<file path="src/spp_pkg.sv">
// package: register map, field layout and carrier types for the shared port pin logic
// Functional notes
// - receiver enable forces receiver_active high and turns off receive pin driver
// - receive pin read gives pin level if direction zero, latch if one
// - buffered receive pin level always feeds the receiver, ignoring direction
// - direction bits load on write, read back, clear to zero at reset
// - transmit pin driver enabled by direction bit or transmitter_active
// - transmit pin read with direction one returns latch, even while transmitting
// - transmit pin read with direction zero returns buffered pin level
// - port write captures bus data into the per-pin output latches
// - transmit pin carries serial_tx_stream while transmitting, else the latch
// - open-drain select disables high-side drive on every pin together
// - transmitter_active stays high until the character in flight is done
// - after transmitting, direction bit and latch take the pin back
// - slave-out direction bit clears on reset and on sync_mode_fault
// - slave-out driver follows direction when sync off or slave, off as master
// - slave-out pin carries sync_slave_out_data while sync enabled, else latch
// - slave-out read returns driver data if enabled, else buffered pin level
// - buffered slave-out pin level always feeds the sync master data input
// - open-drain pin outputting one turns off low side too and floats
package spp_pkg;
  localparam int          SPP_PORT_W      = 4;
  localparam logic [11:0] SPP_OFF_PORT    = 12'h000;
  localparam logic [11:0] SPP_OFF_DIR     = 12'h004;
  localparam logic [11:0] SPP_OFF_CTRL    = 12'h008;
  localparam logic [11:0] SPP_OFF_STATUS  = 12'h00C;
  localparam int          SPP_BIT_RX      = 0;
  localparam int          SPP_BIT_TX      = 1;
  localparam int          SPP_BIT_SO      = 2;
  localparam int          SPP_CTRL_OD     = 0;
  localparam int          SPP_CTRL_RE     = 1;
  localparam int          SPP_CTRL_TE     = 2;
  localparam int          SPP_CTRL_SPE    = 3;
  localparam int          SPP_CTRL_SLV    = 4;
  localparam logic [3:0]  SPP_DIR_RST     = 4'h0;
  localparam logic [3:0]  SPP_LATCH_RST   = 4'h0;
  localparam logic [4:0]  SPP_CTRL_RST    = 5'h00;
  localparam int          SPP_CHAR_BITS   = 10;
  localparam int          SPP_BIT_CYCLES  = 16;

  typedef struct packed {
    logic [3:0] pin_out;
    logic [3:0] pin_oe;
  } spp_pins_t;
endpackage

</file>
<file path="src/spp_port.sv">
// shared serial port pin logic with apb register access and a small transmitter
`timescale 1ns/1ns
module spp_port
  import spp_pkg::*;
#(
  parameter int CHAR_BITS  = SPP_CHAR_BITS,
  parameter int BIT_CYCLES = SPP_BIT_CYCLES
) (
  input  wire logic        sys_clk_in,
  input  wire logic        reset_in,
  input  wire logic        psel_in,
  input  wire logic        penable_in,
  input  wire logic        pwrite_in,
  input  wire logic [11:0] paddr_in,
  input  wire logic [31:0] pwdata_in,
  output logic      [31:0] prdata_out,
  output logic             pready_out,
  output logic             pslverr_out,
  input  wire logic [3:0]  pin_in,
  output spp_pins_t        pins_out,
  input  wire logic        sync_slave_out_data_in,
  input  wire logic        sync_mode_fault_in,
  output logic             sync_master_data_in_out,
  output logic             serial_rx_data_out,
  output logic             receiver_active_out,
  output logic             transmitter_active_out,
  output logic             tx_char_start_out
);

  typedef enum logic [1:0] {TX_IDLE, TX_SHIFT} spp_tx_state_t;

  logic [3:0]    pin_s1_q, pin_s2_q;
  logic [3:0]    dir_q, latch_q;
  logic [4:0]    ctrl_q;
  logic [9:0]    tx_shift_q;
  logic [7:0]    tx_data_q;
  logic          tx_pend_q;
  logic [3:0]    tx_bits_q;
  logic [15:0]   tx_cnt_q;
  spp_tx_state_t tx_state_q;
  logic          apb_wr, apb_rd;
  logic [3:0]    drv_data, drv_en, read_val;
  logic          open_drain, rx_en, tx_en, sync_en, sync_slave, tx_active;
  logic [31:0]   rd_mux;

  // two flops before any logic sees the pins; the first stage is read only by the second
  always_ff @(posedge sys_clk_in or posedge reset_in) begin
    if (reset_in) begin
      pin_s1_q <= 4'h0;
      pin_s2_q <= 4'h0;
    end else begin
      pin_s1_q <= pin_in;
      pin_s2_q <= pin_s1_q;
    end
  end

  assign apb_wr      = psel_in & penable_in & pwrite_in;
  assign apb_rd      = psel_in & penable_in & ~pwrite_in;
  assign pready_out  = 1'b1;
  assign pslverr_out = 1'b0;

  assign open_drain = ctrl_q[SPP_CTRL_OD];
  assign rx_en      = ctrl_q[SPP_CTRL_RE];
  assign tx_en      = ctrl_q[SPP_CTRL_TE];
  assign sync_en    = ctrl_q[SPP_CTRL_SPE];
  assign sync_slave = ctrl_q[SPP_CTRL_SLV];

  // direction bits; a mode fault wins over a write in the same cycle for the slave-out pin
  always_ff @(posedge sys_clk_in or posedge reset_in) begin
    if (reset_in) begin
      dir_q <= SPP_DIR_RST;
    end else begin
      if (apb_wr && paddr_in == SPP_OFF_DIR) begin
        dir_q <= pwdata_in[3:0];
      end
      if (sync_mode_fault_in) begin
        dir_q[SPP_BIT_SO] <= 1'b0;
      end
    end
  end

  always_ff @(posedge sys_clk_in or posedge reset_in) begin
    if (reset_in) begin
      latch_q <= SPP_LATCH_RST;
    end else if (apb_wr && paddr_in == SPP_OFF_PORT) begin
      latch_q <= pwdata_in[3:0];
    end
  end

  always_ff @(posedge sys_clk_in or posedge reset_in) begin
    if (reset_in) begin
      ctrl_q <= SPP_CTRL_RST;
    end else if (apb_wr && paddr_in == SPP_OFF_CTRL) begin
      ctrl_q <= pwdata_in[4:0];
    end
  end

  // transmit data register: a write to the status offset queues one byte
  always_ff @(posedge sys_clk_in or posedge reset_in) begin
    if (reset_in) begin
      tx_data_q <= 8'h00;
      tx_pend_q <= 1'b0;
    end else begin
      if (tx_state_q == TX_IDLE && tx_pend_q && tx_en) begin
        tx_pend_q <= 1'b0;
      end
      if (apb_wr && paddr_in == SPP_OFF_STATUS) begin
        tx_data_q <= pwdata_in[7:0];
        tx_pend_q <= 1'b1;
      end
    end
  end

  // character framer: start bit, eight data bits lsb first, stop bit, then idle high
  always_ff @(posedge sys_clk_in or posedge reset_in) begin
    if (reset_in) begin
      tx_state_q <= TX_IDLE;
      tx_shift_q <= 10'h3FF;
      tx_bits_q  <= 4'h0;
      tx_cnt_q   <= 16'h0000;
    end else begin
      case (tx_state_q)
        TX_IDLE: begin
          if (tx_pend_q && tx_en) begin
            tx_shift_q <= {1'b1, tx_data_q, 1'b0};
            tx_bits_q  <= 4'(CHAR_BITS - 1);
            tx_cnt_q   <= 16'(BIT_CYCLES - 1);
            tx_state_q <= TX_SHIFT;
          end
        end
        TX_SHIFT: begin
          // enable is not looked at here so a character in flight always completes
          if (tx_cnt_q != 16'h0000) begin
            tx_cnt_q <= tx_cnt_q - 16'h0001;
          end else if (tx_bits_q != 4'h0) begin
            tx_cnt_q   <= 16'(BIT_CYCLES - 1);
            tx_bits_q  <= tx_bits_q - 4'h1;
            tx_shift_q <= {1'b1, tx_shift_q[9:1]};
          end else begin
            tx_state_q <= TX_IDLE;
          end
        end
        default: begin
          tx_state_q <= TX_IDLE;
        end
      endcase
    end
  end

  assign tx_active              = tx_en | (tx_state_q == TX_SHIFT);
  assign transmitter_active_out = tx_active;
  assign tx_char_start_out      = (tx_state_q == TX_IDLE) & tx_pend_q & tx_en;
  assign receiver_active_out    = rx_en;
  assign serial_rx_data_out     = pin_s2_q[SPP_BIT_RX];
  assign sync_master_data_in_out = pin_s2_q[SPP_BIT_SO];

  always_comb begin
    drv_data = latch_q;
    drv_en   = dir_q;
    drv_en[SPP_BIT_RX] = dir_q[SPP_BIT_RX] & ~rx_en;
    drv_en[SPP_BIT_TX] = dir_q[SPP_BIT_TX] | tx_active;
    if (tx_active) begin
      drv_data[SPP_BIT_TX] = tx_shift_q[0];
    end
    // slave-out drives only with direction set when off or slave; never as master
    drv_en[SPP_BIT_SO] = dir_q[SPP_BIT_SO] & (~sync_en | sync_slave);
    if (sync_en) begin
      drv_data[SPP_BIT_SO] = sync_slave_out_data_in;
    end
  end

  // open-drain: a driven one becomes high impedance, a driven zero still pulls low
  always_comb begin
    pins_out.pin_out = drv_data;
    pins_out.pin_oe  = drv_en & ~(open_drain ? drv_data : 4'h0);
  end

  always_comb begin
    read_val = pin_s2_q;
    read_val[SPP_BIT_RX] = dir_q[SPP_BIT_RX] ? latch_q[SPP_BIT_RX]
                                             : pin_s2_q[SPP_BIT_RX];
    read_val[SPP_BIT_TX] = dir_q[SPP_BIT_TX] ? latch_q[SPP_BIT_TX]
                                             : pin_s2_q[SPP_BIT_TX];
    read_val[SPP_BIT_SO] = drv_en[SPP_BIT_SO] ? drv_data[SPP_BIT_SO]
                                              : pin_s2_q[SPP_BIT_SO];
    read_val[3] = dir_q[3] ? latch_q[3] : pin_s2_q[3];
  end

  always_comb begin
    case (paddr_in)
      SPP_OFF_PORT:   rd_mux = {28'h0000000, read_val};
      SPP_OFF_DIR:    rd_mux = {28'h0000000, dir_q};
      SPP_OFF_CTRL:   rd_mux = {27'h0000000, ctrl_q};
      SPP_OFF_STATUS: rd_mux = {29'h0000000, tx_pend_q, tx_active, rx_en};
      default:        rd_mux = 32'h00000000;
    endcase
  end

  // read data is registered so it is stable for the whole access phase edge
  always_ff @(posedge sys_clk_in or posedge reset_in) begin
    if (reset_in) begin
      prdata_out <= 32'h00000000;
    end else if (psel_in & ~penable_in & ~pwrite_in) begin
      prdata_out <= rd_mux;
    end
  end

  // checker helpers: they feed no port logic and exist only for the properties below
  logic [1:0]  chk_warm_q;
  logic [15:0] chk_frame_cnt_q;

  // the synchroniser checks look two samples back, so they wait until both stages refill
  always_ff @(posedge sys_clk_in or posedge reset_in) begin
    if (reset_in) begin
      chk_warm_q <= 2'b00;
    end else begin
      chk_warm_q <= {chk_warm_q[0], 1'b1};
    end
  end

  // cycles spent inside the current frame, cleared while the framer is idle
  always_ff @(posedge sys_clk_in or posedge reset_in) begin
    if (reset_in) begin
      chk_frame_cnt_q <= 16'h0000;
    end else if (tx_state_q == TX_SHIFT) begin
      chk_frame_cnt_q <= chk_frame_cnt_q + 16'h0001;
    end else begin
      chk_frame_cnt_q <= 16'h0000;
    end
  end
endmodule

</file>
<file path="config.mk">
export PLATFORM = sky130hd
export DESIGN_NAME = spp_port
export DESIGN_NICKNAME = d
export VERILOG_FILES = /design/src/spp_pkg.sv /design/src/spp_port.sv
export SDC_FILE = /design/constraint.sdc
export NUM_CORES = 1
export LEC_CHECK = 0
export BUFFER_PORTS_ARGS = -buffer_cell sky130_fd_sc_hd__buf_2
export CAP_MARGIN = 10
export CORE_MARGIN = 2
export CORE_UTILIZATION = 49
export DETAILED_ROUTE_END_ITERATION = 16
export GPL_TIMING_DRIVEN = 0
export PLACE_DENSITY_LB_ADDON = 0.05
export SLEW_MARGIN = 30
export SYNTH_ARGS = -nofsm -noshare
export SYNTH_HDL_FRONTEND = slang
export SYNTH_SLANG_ARGS = --single-unit
</file>
<file path="constraint.sdc">
create_clock -name sys_clk_in -period 2.9 [get_ports sys_clk_in]
set_input_delay 0.145 -clock sys_clk_in [delete_from_list [all_inputs] [get_ports sys_clk_in]]
set_output_delay 0.145 -clock sys_clk_in [all_outputs]
set_load 0.01 [all_outputs]
</file>
==> results_dict.tcl <==
set metrics [dict create \
    grt_start_max_net_pins 36 \
    io_buffer_count 48 \
    min-delay-path-class "primary input to flop" \
    die_width_um 87.4 \
    mostFrequentLayoutCell "dfrtp_1" \
    post_route_cells_drive_above_1_share 0.373 \
    syn_area_sq_um 3400 \
    final_number_of_hold_violating_endpoints 0 \
    totalNegativeSetupSlack_ns 0 \
    detail_route.iter0.violations 88 \
    firstDrtPassIters 4 \
    clkTransAtPathRegs_ns 0.08 \
    layout.area.seq_sq_um 1640 \
    worstSetupPathType "flop to flop" \
    hp-start "pwdata_in[6]" \
    ys_types 53 \
    timing.critical_path.required_ns 3.18 \
    design.die.area_sq_um 7630 \
    outcome "finished, final reports clean" \
    report.final.slew_viol_count 0 \
    vias 2616 \
    synthArstFlopShare 1.00 \
    cp_data_arrival_time_ns 2.85 \
    wl_um 7290 \
    setup.worst_path.start "tx_cnt_q[9]" \
    synth_sequential_area_ratio 0.481 \
    core_area_sq_um 6760 \
    ys_ff_latch 65 \
    fillers 571 \
    setup_violations 0 \
    timing.final.crit_share 0.887 \
    root_buffer "clkbuf_8" \
    vdd_ir_drop_max_mv 0.286 \
    nets 471 \
    slew_headroom 0.587 \
    max-cap-violations 0 \
    rr_startpoint "tx_cnt_q[9]" \
    initial_utilization 0.504 \
    timing_worst_slew_pin_value_ns 0.614 \
    postCtsSetupRepairBufs 0 \
    post_route_core_utilization 0.608 \
    grt.total_usage 0.203 \
    clock_tree.htree_level_count 3 \
    synth_enable_flop_cells 0 \
    placement_rows 30 \
    commonest_cells_after_routing_fill_and_taps_aside "dfrtp_1, buf_2, mux2_2" \
    area_growth_pct 20.7 \
    critPathCaptureType "flop" \
    drcViolationCount 0 \
    hpwlAfterDp_um 5320 \
    ctsLongestPathBuffers 2 \
    synth.avg_cell_area_sq_um 10.6 \
    cts_sinks 65 \
    clock_latency_ns 0.34 \
    insertedDiodeCount 0 \
    drt-vias-per-instance 5.25 \
    initial_antenna_violation_count 0 \
    dieHeight_um 87.4 \
    cp_max_fo 10 \
    p_leak_nw 2.06 \
    multi_input_area_sq_um 1530 \
    highest_clock_rate_ghz 0.389 \
    grt_pass1_wl_um 11900 \
    finalCriticalPeriod_ns 2.57 \
    startpoint_type_of_the_worst_setup_path "flop" \
    gr-total-overflow 0 \
    ioPinCount 102 \
    yosysWarnings 0 \
    power-per-cell-area_nw_per_um2 423 \
    wire_per_inst_um 14.6 \
    rsz_0062_raised_after_global_routing "no" \
    grt_pass1_vias 2492 \
    cts_tree "done" \
    gp_congestion 0.846 \
    dominantRegCellSynth "dfrtp_1" \
    number_of_standard_cells_after_synthesis 320 \
    timing.clock.skew_ns 0.00846 \
    postRouteAntennaNets 0 \
    cts_buffers 9 \
]
synthesized netlist by cell type, types with 4 or more instances:
library cell  instances  share of area
dfrtp_1              56           0.41
mux2_2               38           0.13
buf_4                31          0.068
o21ai_0              16          0.024
nor2_1               14          0.015
nand2_1              13          0.014
a21oi_1              12          0.018
inv_1                12          0.013
dfstp_2               9          0.069
or3_1                 8          0.015
clkbuf_1              7         0.0077
nor4_1                7          0.013
or4_1                 6          0.013
nand2b_1              5         0.0092
nand3_1               5         0.0073
nor3_1                5         0.0073
buf_2                 4         0.0059
nand4_1               4         0.0073
o31ai_1               4         0.0088
or3b_2                4          0.010
flip-flops by register name, indices dropped and copies added (netlist names):
register	flops
prdata_out	5
tx_pend_q	1
tx_data_q	8
ctrl_q	5
tx_bits_q	4
tx_cnt_q	16
latch_q	4
tx_shift_q	9
pin_s1_q	4
dir_q	4
tx_state_q	1
pin_s2_q	4
cells by family (layout without fill, tap and decap cells):
kind of cell / Yosys count / count (layout) / synth area share
and+or+nand+nor: 90 / 90 / 0.153
muxes: 41 / 41 / 0.135
AOI/OAI and AO/OA: 60 / 60 / 0.111
DFF: 65 / 65 / 0.481
adders and majority gates: 3 / 3 / 0.0110
xor gates and xnor gates: 3 / 3 / 0.00772
other: 2 / 29 / 0.00221
buffers and inverters: 56 / 127 / 0.0996
through the flow:
stage	worst slack (ns)	instance area, sq um	hold WS (ns)	power, mW	cells
final	0.327	4110	0.0297	1.74	498
after global routing	0.0555	4110	0.0191	1.81	498
after CTS	0.367	4110	0.0115	1.76	498
after detailed placement	0.400	3870	0.189	1.05	476
after global placement	0.253	3850	0.254	1.04	475
after floorplan	0.733	3510	0.176	1.01	347
final cells by class:
| cell class | instances | share of cell area |
|---|---|---|
| buffer | 44 | 0.0715 |
| timing repair buffer | 55 | 0.0779 |
| clock inverter | 5 | 0.00974 |
| sequential | 65 | 0.398 |
| inverter | 12 | 0.0116 |
| tap | 80 | 0.0244 |
| multi-input combinational | 226 | 0.372 |
| clock buffer | 11 | 0.0344 |
worst max-delay path: stages (launching register included):
cell and delay (ns):
dfrtp_1 0.44, nor4_1 0.59, nand4_1 0.33, a21oi_2 0.54, buf_2 0.37, mux2i_1 0.22
report_power, final:
part           internal (mW)  switching (mW)  total, mW
sequential             0.913         0.00250      0.915
combinational         0.0566          0.0651      0.122
clock                  0.338           0.364      0.702
per-layer routing:
| metal | wire length [um] | vias up | track usage |
|---|---|---|---|
| li1 | - | 1280 | - |
| met5 | 0 | - | 0 |
| met3 | 272 | 4 | 0.0540 |
| met2 | 3620 | 56 | 0.333 |
| met1 | 3360 | 1276 | 0.267 |
| met4 | 36 | 0 | 0.0573 |
final timing paths:
| path | slack [ns] | endpoint | cells past startpoint |
|---|---|---|---|
| worst min register to register | 0.35 | pin_s2_q[1] | 0 |
| min in group asynchronous | 0.35 | prdata_out[2] | 3 |
| worst max-delay path | 0.33 | tx_shift_q[0] | 5 |
| worst max register to register | 0.33 | tx_shift_q[0] | 5 |
| max in group asynchronous | 1.96 | tx_shift_q[2] | 4 |
| worst min-delay path | 0.03 | tx_data_q[6] | 2 |
timing repair:
item / CTS / global route
gates resized for setup: 0 / 0
hold endpoints to repair: 34 / 0
hold buffers: 6 / 0
No activity file was read; power rests on OpenSTA's default activity.
